--- config.mk ---
export PLATFORM = sky130hd
export DESIGN_NAME = cbt_can_timing
export DESIGN_NICKNAME = d
export VERILOG_FILES = /design/src/hw/cbt_pkg.sv /design/src/hw/cbt_can_timing.sv /design/src/hw/cbt_divider.sv
export VERILOG_INCLUDE_DIRS = /design/src /design/src/hw
export SDC_FILE = /design/constraint.sdc
export NUM_CORES = 1
export LEC_CHECK = 0
export BUFFER_PORTS_ARGS = -buffer_cell sky130_fd_sc_hd__buf_2
export CORE_UTILIZATION = 32
export CTS_BUF_LIST = sky130_fd_sc_hd__clkbuf_4 sky130_fd_sc_hd__clkbuf_8 sky130_fd_sc_hd__clkbuf_16
export DETAILED_ROUTE_END_ITERATION = 10
export PLACE_DENSITY_LB_ADDON = 0.2
export SLEW_MARGIN = 20
export SYNTH_ARGS = -nofsm -noshare
export SYNTH_HDL_FRONTEND = slang
export SYNTH_SLANG_ARGS = --single-unit
--- constraint.sdc ---
create_clock -name clk_i -period 7.34 [get_ports clk_i]
set_input_delay 1.468 -clock clk_i [delete_from_list [all_inputs] [get_ports clk_i]]
set_output_delay 1.468 -clock clk_i [all_outputs]
set_load 0.1 [all_outputs]
--- src/hw/cbt_regs.svh ---
`ifndef CBT_REGS_SVH
`define CBT_REGS_SVH

// ----------------------------------------
// Register byte offsets
// ----------------------------------------
`define CBT_OFS_IE_LOW     8'h00
`define CBT_OFS_IE_HIGH    8'h01
`define CBT_OFS_SIT_LOW    8'h02
`define CBT_OFS_SIT_HIGH   8'h03
`define CBT_OFS_BT_PRESC   8'h04
`define CBT_OFS_BT_JUMP    8'h05
`define CBT_OFS_BT_PHASE   8'h06
`define CBT_OFS_TIM_PRESC  8'h07
`define CBT_OFS_TIM_LOW    8'h08
`define CBT_OFS_TIM_HIGH   8'h09
`define CBT_OFS_TTC_LOW    8'h0A
`define CBT_OFS_TTC_HIGH   8'h0B
`define CBT_OFS_TX_ERR     8'h0C
`define CBT_OFS_TOP_OBJ    8'h0D
`define CBT_OFS_TIM_FLAGS  8'h0E

// ----------------------------------------
// Field positions and write masks
// ----------------------------------------
`define CBT_IE_HIGH_MASK   8'h7F
`define CBT_BT1_MASK       8'h7E
`define CBT_BT2_MASK       8'h6E
`define CBT_BT3_MASK       8'h7F
`define CBT_OVR_BIT        0

// ----------------------------------------
// Reset values and limits
// ----------------------------------------
`define CBT_BT_RESET       8'h00
`define CBT_TIM_PRESC_RST  8'h00
`define CBT_TIMER_MAX      16'hFFFF
`define CBT_TOP_OBJ_NONE   4'hF

`endif

--- src/hw/cbt_pkg.sv ---
package cbt_pkg;

  // ----------------------------------------
  // Types
  // ----------------------------------------
  typedef struct packed {
    logic [5:0] baud_prescaler;
    logic [1:0] resync_jump_width;
    logic [2:0] propagation_segment;
    logic [2:0] phase_segment_two;
    logic [2:0] phase_segment_one;
    logic       triple_sample_select;
  } cbt_timing_t;

  typedef enum logic [1:0] {
    CBT_SEG_SYNC  = 2'b00,
    CBT_SEG_PROP  = 2'b01,
    CBT_SEG_PHASE1 = 2'b10,
    CBT_SEG_PHASE2 = 2'b11
  } cbt_seg_t;

  typedef struct packed {
    logic bit_start;
    logic sample;
    logic value;
  } cbt_bit_event_t;

endpackage : cbt_pkg

--- src/hw/cbt_can_timing.sv ---
// Implementation choices: the placing of the registers and the plain strobed port.
`include "cbt_regs.svh"

module cbt_can_timing
  import cbt_pkg::*;
#(
  parameter int unsigned NUM_OBJ = 15
) (
  input  wire logic           clk_i,
  input  wire logic           rst_n_i,
  input  wire logic [7:0]     addr_i,
  input  wire logic [7:0]     wdata_i,
  input  wire logic           wr_i,
  input  wire logic           rd_i,
  output logic [7:0]          rdata_o,
  input  wire logic           ctrl_enabled_i,
  input  wire logic [14:0]    object_irq_src_i,
  input  wire logic [15:0]    ttc_value_i,
  input  wire logic [7:0]     tx_error_count_i,
  input  wire logic           rx_bit_i,
  output logic                object_irq_o,
  output logic [3:0]          top_priority_object_o,
  output logic                timer_overrun_o,
  output logic                timer_overrun_flag_o,
  output logic [15:0]         timer_count_o,
  output cbt_timing_t         timing_o,
  output cbt_seg_t            segment_o,
  output cbt_bit_event_t      bit_event_o
);

  if (NUM_OBJ < 1 || NUM_OBJ > 15) begin : g_bad_obj
    $error("cbt_can_timing: NUM_OBJ must be 1 to 15");
  end

  // ----------------------------------------
  // Register decode
  // ----------------------------------------
  wire wr_ie_lo  = wr_i && (addr_i == `CBT_OFS_IE_LOW);
  wire wr_ie_hi  = wr_i && (addr_i == `CBT_OFS_IE_HIGH);
  wire wr_bt1    = wr_i && (addr_i == `CBT_OFS_BT_PRESC);
  wire wr_bt2    = wr_i && (addr_i == `CBT_OFS_BT_JUMP);
  wire wr_bt3    = wr_i && (addr_i == `CBT_OFS_BT_PHASE);
  wire wr_tpr    = wr_i && (addr_i == `CBT_OFS_TIM_PRESC);
  wire wr_flags  = wr_i && (addr_i == `CBT_OFS_TIM_FLAGS);

  logic [15:0]     ie_q;
  logic [15:0]     sit_q;
  cbt_timing_t     cfg_q;
  logic [7:0]      tpr_q;
  logic [15:0]     timer_q;
  logic            ovr_q;
  logic [15:0]     ttc_q;
  logic [7:0]      tec_q;
  logic [7:0]      rdata_q;

  wire [15:0] obj_mask = 16'((17'h1 << NUM_OBJ) - 17'h1);
  wire [15:0] ie_d     = {wr_ie_hi ? (wdata_i & `CBT_IE_HIGH_MASK) : ie_q[15:8],
                          wr_ie_lo ? wdata_i : ie_q[7:0]};
  wire [7:0]  bt1_d    = wdata_i & `CBT_BT1_MASK;
  wire [7:0]  bt2_d    = wdata_i & `CBT_BT2_MASK;
  wire [7:0]  bt3_d    = wdata_i & `CBT_BT3_MASK;

  // Enable bits: bit 15 and unused objects never stored
  always_ff @(posedge clk_i or negedge rst_n_i) begin
    if (!rst_n_i) begin
      ie_q <= 16'h0000;
    end else begin
      ie_q <= ie_d & obj_mask;
    end
  end

  // Pending vector: gated object sources, read-only
  always_ff @(posedge clk_i or negedge rst_n_i) begin
    if (!rst_n_i) begin
      sit_q <= 16'h0000;
    end else begin
      sit_q <= {1'b0, object_irq_src_i} & ie_q & obj_mask;
    end
  end

  // Bit timing configuration
  always_ff @(posedge clk_i or negedge rst_n_i) begin
    if (!rst_n_i) begin
      cfg_q <= '0;
    end else begin
      if (wr_bt1) begin
        cfg_q.baud_prescaler <= bt1_d[6:1];
      end
      if (wr_bt2) begin
        cfg_q.resync_jump_width   <= bt2_d[6:5];
        cfg_q.propagation_segment <= bt2_d[3:1];
      end
      if (wr_bt3) begin
        cfg_q.phase_segment_two    <= bt3_d[6:4];
        cfg_q.phase_segment_one    <= bt3_d[3:1];
        cfg_q.triple_sample_select <= bt3_d[0];
      end
    end
  end

  always_ff @(posedge clk_i or negedge rst_n_i) begin
    if (!rst_n_i) begin
      tpr_q <= `CBT_TIM_PRESC_RST;
    end else if (wr_tpr) begin
      tpr_q <= wdata_i;
    end
  end

  // TTC timer and error count mirror the controller core
  always_ff @(posedge clk_i or negedge rst_n_i) begin
    if (!rst_n_i) begin
      ttc_q <= 16'h0000;
      tec_q <= 8'h00;
    end else begin
      ttc_q <= ttc_value_i;
      tec_q <= tx_error_count_i;
    end
  end

  // ----------------------------------------
  // CAN timer
  // ----------------------------------------
  logic timer_tick;

  cbt_divider #(
    .W (11)
  ) u_timer_div (
    .clk_i   (clk_i),
    .rst_n_i (rst_n_i),
    .en_i    (ctrl_enabled_i),
    .term_i  ({tpr_q, 3'h7}),
    .tick_o  (timer_tick)
  );

  wire timer_wrap = timer_tick && (timer_q == `CBT_TIMER_MAX);
  wire ovr_clear  = wr_flags && wdata_i[`CBT_OVR_BIT];

  always_ff @(posedge clk_i or negedge rst_n_i) begin
    if (!rst_n_i) begin
      timer_q <= 16'h0000;
    end else if (timer_tick) begin
      timer_q <= 16'(timer_q + 16'h0001);
    end
  end

  // Set wins over a same-cycle clear
  always_ff @(posedge clk_i or negedge rst_n_i) begin
    if (!rst_n_i) begin
      ovr_q <= 1'b0;
    end else begin
      ovr_q <= timer_wrap || (ovr_q && !ovr_clear);
    end
  end

  // ----------------------------------------
  // Highest-priority object
  // ----------------------------------------
  function automatic logic [3:0] cbt_top_obj(input logic [15:0] v);
    logic [3:0] r;
    r = `CBT_TOP_OBJ_NONE;
    for (int i = 14; i >= 0; i--) begin
      if (v[i]) begin
        r = 4'(i);
      end
    end
    return r;
  endfunction : cbt_top_obj

  wire [3:0] top_obj = cbt_top_obj(sit_q);

  // ----------------------------------------
  // Read mux
  // ----------------------------------------
  logic [7:0] rd_mux;

  always_comb begin
    rd_mux = 8'h00;
    unique case (addr_i)
      `CBT_OFS_IE_LOW:    rd_mux = ie_q[7:0];
      `CBT_OFS_IE_HIGH:   rd_mux = ie_q[15:8];
      `CBT_OFS_SIT_LOW:   rd_mux = sit_q[7:0];
      `CBT_OFS_SIT_HIGH:  rd_mux = sit_q[15:8];
      `CBT_OFS_BT_PRESC:  rd_mux = {1'b0, cfg_q.baud_prescaler, 1'b0};
      `CBT_OFS_BT_JUMP:   rd_mux = {1'b0, cfg_q.resync_jump_width, 1'b0,
                                    cfg_q.propagation_segment, 1'b0};
      `CBT_OFS_BT_PHASE:  rd_mux = {1'b0, cfg_q.phase_segment_two,
                                    cfg_q.phase_segment_one, cfg_q.triple_sample_select};
      `CBT_OFS_TIM_PRESC: rd_mux = tpr_q;
      `CBT_OFS_TIM_LOW:   rd_mux = timer_q[7:0];
      `CBT_OFS_TIM_HIGH:  rd_mux = timer_q[15:8];
      `CBT_OFS_TTC_LOW:   rd_mux = ttc_q[7:0];
      `CBT_OFS_TTC_HIGH:  rd_mux = ttc_q[15:8];
      `CBT_OFS_TX_ERR:    rd_mux = tec_q;
      `CBT_OFS_TOP_OBJ:   rd_mux = {top_obj, 4'h0};
      `CBT_OFS_TIM_FLAGS: rd_mux = {7'h00, ovr_q};
      default:            rd_mux = 8'h00;
    endcase
  end

  // Data valid only in the cycle after the read strobe
  always_ff @(posedge clk_i or negedge rst_n_i) begin
    if (!rst_n_i) begin
      rdata_q <= 8'h00;
    end else begin
      rdata_q <= rd_i ? rd_mux : 8'h00;
    end
  end

  // ----------------------------------------
  // Bit timing engine
  // ----------------------------------------
  logic       q_tick;
  cbt_seg_t   seg_q;
  cbt_seg_t   seg_d;
  logic [3:0] qcnt_q;
  logic [3:0] elapsed_q;
  logic [2:0] extend_q;
  logic [2:0] shorten_q;
  logic       resynced_q;
  logic       rx_prev_q;
  logic [1:0] rx_hist_q;
  logic       bit_value_q;
  logic       sample_q;
  logic       start_q;

  cbt_divider #(
    .W (6)
  ) u_quantum_div (
    .clk_i   (clk_i),
    .rst_n_i (rst_n_i),
    .en_i    (ctrl_enabled_i),
    .term_i  (cfg_q.baud_prescaler),
    .tick_o  (q_tick)
  );

  wire [2:0] sjw_len  = 3'({1'b0, cfg_q.resync_jump_width} + 3'h1);
  wire [3:0] prop_len = 4'({1'b0, cfg_q.propagation_segment} + 4'h1);
  wire [3:0] ph1_base = 4'({1'b0, cfg_q.phase_segment_one} + 4'h1);
  wire [3:0] ph2_base = 4'({1'b0, cfg_q.phase_segment_two} + 4'h1);

  // Falling edge seen across one quantum, once per bit
  wire edge_fall = q_tick && rx_prev_q && !rx_bit_i && !resynced_q;
  wire in_late   = (seg_q == CBT_SEG_PROP) || (seg_q == CBT_SEG_PHASE1);
  wire late_edge = edge_fall && in_late;
  wire early_edg = edge_fall && (seg_q == CBT_SEG_PHASE2);

  wire [3:0] phase_err = 4'(elapsed_q + 4'h1);
  wire [2:0] ext_now   = (phase_err > 4'(sjw_len)) ? sjw_len : phase_err[2:0];
  wire [2:0] ext_eff   = late_edge ? ext_now : extend_q;
  wire [3:0] ph2_left  = 4'(ph2_base - qcnt_q - 4'h1);
  wire       restart   = early_edg && (ph2_left <= 4'(sjw_len));
  wire [2:0] shr_eff   = (early_edg && !restart) ? sjw_len : shorten_q;
  wire [3:0] ph1_len   = 4'(ph1_base + 4'(ext_eff));
  wire [3:0] ph2_len   = 4'(ph2_base - 4'(shr_eff));

  logic [3:0] seg_len;
  always_comb begin
    unique case (seg_q)
      CBT_SEG_SYNC:   seg_len = 4'h1;
      CBT_SEG_PROP:   seg_len = prop_len;
      CBT_SEG_PHASE1: seg_len = ph1_len;
      CBT_SEG_PHASE2: seg_len = ph2_len;
    endcase
  end

  wire seg_last   = (qcnt_q == 4'(seg_len - 4'h1));
  wire sample_now = q_tick && (seg_q == CBT_SEG_PHASE1) && seg_last;
  wire enter_sync = q_tick && (seg_q == CBT_SEG_PHASE2) && seg_last && !restart;
  wire new_bit    = enter_sync || (q_tick && restart);

  always_comb begin
    unique case (seg_q)
      CBT_SEG_SYNC:   seg_d = CBT_SEG_PROP;
      CBT_SEG_PROP:   seg_d = CBT_SEG_PHASE1;
      CBT_SEG_PHASE1: seg_d = CBT_SEG_PHASE2;
      CBT_SEG_PHASE2: seg_d = CBT_SEG_SYNC;
    endcase
  end

  // Majority of the samples two and one clocks before and at the point
  wire vote   = (rx_hist_q[1] & rx_hist_q[0]) | (rx_hist_q[1] & rx_bit_i) |
                (rx_hist_q[0] & rx_bit_i);
  wire smp_in = cfg_q.triple_sample_select ? vote : rx_bit_i;

  always_ff @(posedge clk_i or negedge rst_n_i) begin
    if (!rst_n_i) begin
      seg_q  <= CBT_SEG_SYNC;
      qcnt_q <= 4'h0;
    end else if (!ctrl_enabled_i) begin
      seg_q  <= CBT_SEG_SYNC;
      qcnt_q <= 4'h0;
    end else if (q_tick && restart) begin
      seg_q  <= CBT_SEG_PROP;
      qcnt_q <= 4'h0;
    end else if (q_tick && seg_last) begin
      seg_q  <= seg_d;
      qcnt_q <= 4'h0;
    end else if (q_tick) begin
      qcnt_q <= 4'(qcnt_q + 4'h1);
    end
  end

  always_ff @(posedge clk_i or negedge rst_n_i) begin
    if (!rst_n_i) begin
      elapsed_q <= 4'h0;
    end else if (!ctrl_enabled_i || new_bit || (q_tick && seg_q == CBT_SEG_SYNC)) begin
      elapsed_q <= 4'h0;
    end else if (q_tick && in_late) begin
      elapsed_q <= 4'(elapsed_q + 4'h1);
    end
  end

  always_ff @(posedge clk_i or negedge rst_n_i) begin
    if (!rst_n_i) begin
      extend_q   <= 3'h0;
      shorten_q  <= 3'h0;
      resynced_q <= 1'b0;
    end else if (!ctrl_enabled_i || new_bit) begin
      extend_q   <= 3'h0;
      shorten_q  <= 3'h0;
      resynced_q <= 1'b0;
    end else if (late_edge) begin
      extend_q   <= ext_now;
      resynced_q <= 1'b1;
    end else if (early_edg) begin
      shorten_q  <= sjw_len;
      resynced_q <= 1'b1;
    end
  end

  always_ff @(posedge clk_i or negedge rst_n_i) begin
    if (!rst_n_i) begin
      rx_prev_q <= 1'b1;
      rx_hist_q <= 2'h3;
    end else begin
      rx_hist_q <= {rx_hist_q[0], rx_bit_i};
      if (q_tick) begin
        rx_prev_q <= rx_bit_i;
      end
    end
  end

  always_ff @(posedge clk_i or negedge rst_n_i) begin
    if (!rst_n_i) begin
      bit_value_q <= 1'b1;
      sample_q    <= 1'b0;
      start_q     <= 1'b0;
    end else begin
      sample_q <= sample_now;
      start_q  <= new_bit;
      if (sample_now) begin
        bit_value_q <= smp_in;
      end
    end
  end

  // ----------------------------------------
  // Outputs
  // ----------------------------------------
  assign rdata_o               = rdata_q;
  assign object_irq_o          = |sit_q;
  assign top_priority_object_o = top_obj;
  assign timer_overrun_o       = timer_wrap;
  assign timer_overrun_flag_o  = ovr_q;
  assign timer_count_o         = timer_q;
  assign timing_o              = cfg_q;
  assign segment_o             = seg_q;
  assign bit_event_o           = '{bit_start: start_q, sample: sample_q, value: bit_value_q};
endmodule : cbt_can_timing

--- src/hw/cbt_divider.sv ---
module cbt_divider #(
  parameter int unsigned W = 6
) (
  input  wire logic         clk_i,
  input  wire logic         rst_n_i,
  input  wire logic         en_i,
  input  wire logic [W-1:0] term_i,
  output logic              tick_o
);

  if (W < 1 || W > 16) begin : g_bad_width
    $error("cbt_divider: W must be 1 to 16");
  end

  logic [W-1:0] count_q;
  logic [W-1:0] count_d;

  // Tick on the last clock of each period of term_i+1 clocks
  assign tick_o  = en_i && (count_q >= term_i);
  assign count_d = (!en_i || tick_o) ? '0 : W'(count_q + 1'b1);

  always_ff @(posedge clk_i or negedge rst_n_i) begin
    if (!rst_n_i) begin
      count_q <= '0;
    end else begin
      count_q <= count_d;
    end
  end

endmodule : cbt_divider

==> results.py <==
metrics = {
    "placement": {
        "dp_hpwl_um": 17200,
        "placed_cells": 1156,
        "gp_congestion": 0.901,
        "io_buffers": 114,
    },
    "routing": {
        "wl_um": 22900,
        "detail-route-antenna-nets": 0,
        "drt_iter0_markers": 458,
        "wl_per_cell_um": 19.2,
        "first_pass_iters": 5,
        "post-route-drc-count": 0,
        "vias_per_cell": 5.11,
        "vias": 6073,
    },
    "timing": {
        "tightest_slew_ns": 1.02,
        "layout_min_cycle_time_ns": 5.66,
        "skew_ns": 0.0118,
        "setup_viol": 0,
        "rsz0062_at_grt": "no",
        "maxSlewHeadroom_pct": 31.5,
        "drv_slew": 0,
        "hold_viol": 0,
        "setup_tns_ns": 0,
        "finalCritPeriodShare_pct": 77.2,
        "fmax_mhz": 177,
    },
    "final_layout": {
        "areaGrowthSynthToFinish_pct": 19.1,
        "regArea_sq_um": 3630,
        "n_antenna_cell": 0,
        "nNetsFinal": 963,
        "n_fill_cell": 2360,
        "drive_gt1_share_pct": 23.6,
        "multi_input_area_sq_um": 3860,
        "instances_no_fill": 1188,
    },
    "clock_tree": {
        "clkTransAtPathRegs_ns": 0.06,
        "root_buffer": "clkbuf_16",
        "insertion_delay_ns": 0.42,
        "ctsResizeCount": 0,
        "clockBufferDepth": 2,
        "cts_tree": "yes",
        "cts.sinks": 145,
        "postCtsSetupBuffers": 0,
        "cts_made_buffers": 17,
        "cts_hold_buf": 0,
        "htreeDepth": 4,
    },
    "grt": {
        "antenna_found_initial": 0,
        "grt_remaining_overflow": 0,
        "first_global_vias": 5853,
        "grt_max_degree": 88,
        "grt_pass1_wl_um": 35200,
        "grt_util_all_layers_pct": 19.2,
    },
    "worst_setup_path": {
        "required_ns": 7.60,
        "cp.arrival_ns": 5.92,
        "reg2reg_depth": 19,
        "cp_max_fo": 12,
        "r2r_end": "shorten_q[1]",
        "r2r_slack_ns": 1.68,
        "cp-start-kind": "flip-flop",
        "r2r-start": "timing_o[4]",
        "crit_chain": "ha_1 > fa_1 > ha_1 > nor2b_1 > o21a_1 > o21ai_0 > a21oi_1 > mux2_2 > ha_1 > inv_1 > fa_1 > a222oi_1 > or2_2 > ha_1 > xnor2_1 > xnor2_1 > or4_4 > nor3_4 > nor3_1",
        "worst_setup_path_end_kind": "flip-flop",
        "path_common_cell": "ha_1",
        "crit_type": "reg -> reg",
        "critical-path-max-stage-delay_ns": 0.58,
        "crit_family": "adder cells",
        "path_buf_inv": 1,
        "crit_slowest_cell": "or4_4",
    },
    "worst_hold_path": {
        "min_to": "rx_hist_q[1]",
        "min_from": "rx_hist_q[0]",
        "hold_path_class": "reg -> reg",
        "whs_path_depth": 0,
    },
    "synthesis": {
        "synth_top_area_share_pct": 45.4,
        "syn_area_sq_um": 7760,
        "yosys.area.top_type": "dfrtp_1",
        "synth-edff-count": 0,
        "syn_nets": 854,
        "syn_avg_cell_area_sq_um": 10.4,
        "ys_ff_latch": 145,
        "synth_seq_area_share_pct": 46.8,
        "synthArstFlopShare_pct": 100,
        "netlist_top_cells_count": "141 x dfrtp_1, 59 x nor2_1, 57 x nand2_1",
        "synth-main-ff-cell": "dfrtp_1",
        "yosysMostFrequentCell": "dfrtp_1",
        "synth.area.top_cells": "dfrtp_1 45%, ha_1 6.9%, mux2_2 5.4%",
        "postSynthCellCount": 747,
        "synth.distinct_cells": 67,
        "ys_warn_count": 0,
    },
    "power": {
        "ir_worst_vdd_uv": 155,
        "powerDensity_nw_per_um2": 216,
        "power_leakage_uw": 0.00445,
    },
    "die": {
        "num_rows": 56,
        "die_w_um": 158,
        "io_pins": 115,
        "die_area_sq_um": 24900,
        "die_h_um": 158,
        "start_util_pct": 32.9,
        "design.core.area_sq_um": 23600,
    },
    "status": {
        "status": "complete, no violations",
    },
    "run": {
        "cap_violations": 0,
    },
}
==> power by group <==
part	leakage [uW]	internal [uW]	switching, uW
Clock	0.000289	533	349
Combinational	0.00230	70.7	192
Sequential	0.00187	826	27.3
Total	0.00445	1430	567
==> placed cells by master, fill, tap and decap left out, types with 9 or more instances in the layout <==
master     instances
inv_1             38
ha_1              43
dfrtp_1          141
o21ai_0           25
and2_1            16
mux2i_1           21
a22oi_1           11
nand3_1           29
a21oi_1           24
mux2_2            37
clkbuf_16         17
a31oi_1            9
xor2_1            28
xnor2_1           18
nand2_1           57
nor3_1            26
nand4_1            9
nor2b_1           11
nor2_1            59
buf_2            113
==> worst reg2reg max path: cells and delay by family, from the launching register on <==
kind	cells	cell delay (ns)
adders and majority gates	6	1.94
and+or+nand+nor	5	1.46
AOI/OAI and AO/OA	4	0.98
DFF	1	0.46
muxes	1	0.38
xor gates and xnor gates	2	0.21
buffers and inverters	1	0.08
==> worst max-delay path by stage <==
stage / start / to / slack [ns] / cells after the start
floorplan: ctrl_enabled_i / timer_overrun_o / 0.91 / 3
global placement: rx_bit_i / resynced_q / 1.47 / 17
detailed placement: rx_bit_i / resynced_q / 1.38 / 17
CTS: timing_o[4] / shorten_q[1] / 1.62 / 19
global route: timing_o[4] / resynced_q / 1.25 / 19
finish: timing_o[4] / shorten_q[1] / 1.68 / 19
==> stage by stage <==
stage,instance area (sq um),utilization (%),total power (uW),hold slack [ns],worst slack [ns]
after floorplan,7760,-,1040,0.354,0.910
after global placement,8650,36.6,1130,0.362,1.47
after detailed placement,8650,36.6,1130,0.365,1.38
after CTS,9250,39.2,2010,0.367,1.62
after global routing,9250,39.2,2070,0.373,1.25
final,9250,39.2,2000,0.369,1.68
==> final cells by class <==
type	count	share of cell area (%)
tap	319	4.32
sequential	145	39.3
clock inverter	11	1.38
timing repair buffer	118	6.56
inverter	39	1.60
clock buffer	21	5.13
multi-input combinational	535	41.7
==> cell families (layout without fill, tap and decap cells) <==
| kind of cell | after synthesis | count (layout) | synth area share, % |
|---|---|---|---|
| and+or+nand+nor | 249 | 249 | 16.3 |
| DFF | 145 | 145 | 46.8 |
| AOI/OAI and AO/OA | 132 | 132 | 11.6 |
| buffers and inverters | 67 | 189 | 3.50 |
| muxes | 62 | 62 | 8.94 |
| adders and majority gates | 46 | 46 | 7.70 |
| xor gates and xnor gates | 46 | 46 | 5.19 |
==> state kept, by name (all words and copies together), names as in the netlist, 3 cells and up <==
name and count:
elapsed_q 4, extend_q 3, ie_q 15, qcnt_q 4, rdata_o 8, shorten_q 3, sit_q 15, tec_q 8
timer_count_o 16, timing_o 18, tpr_q 8, ttc_q 16, u_quantum_div.count_q 6, u_timer_div.count_q 11
==> per-layer routing <==
layer | wire, um | vias up | global-route usage, %
li1 | - | 2875 | -
met4 | 458 | 0 | 6.29
met2 | 10200 | 197 | 29.1
met5 | 0 | - | 0
met1 | 10700 | 2971 | 27.2
met3 | 1510 | 30 | 4.16
No activity file was read; power rests on OpenSTA's default activity.
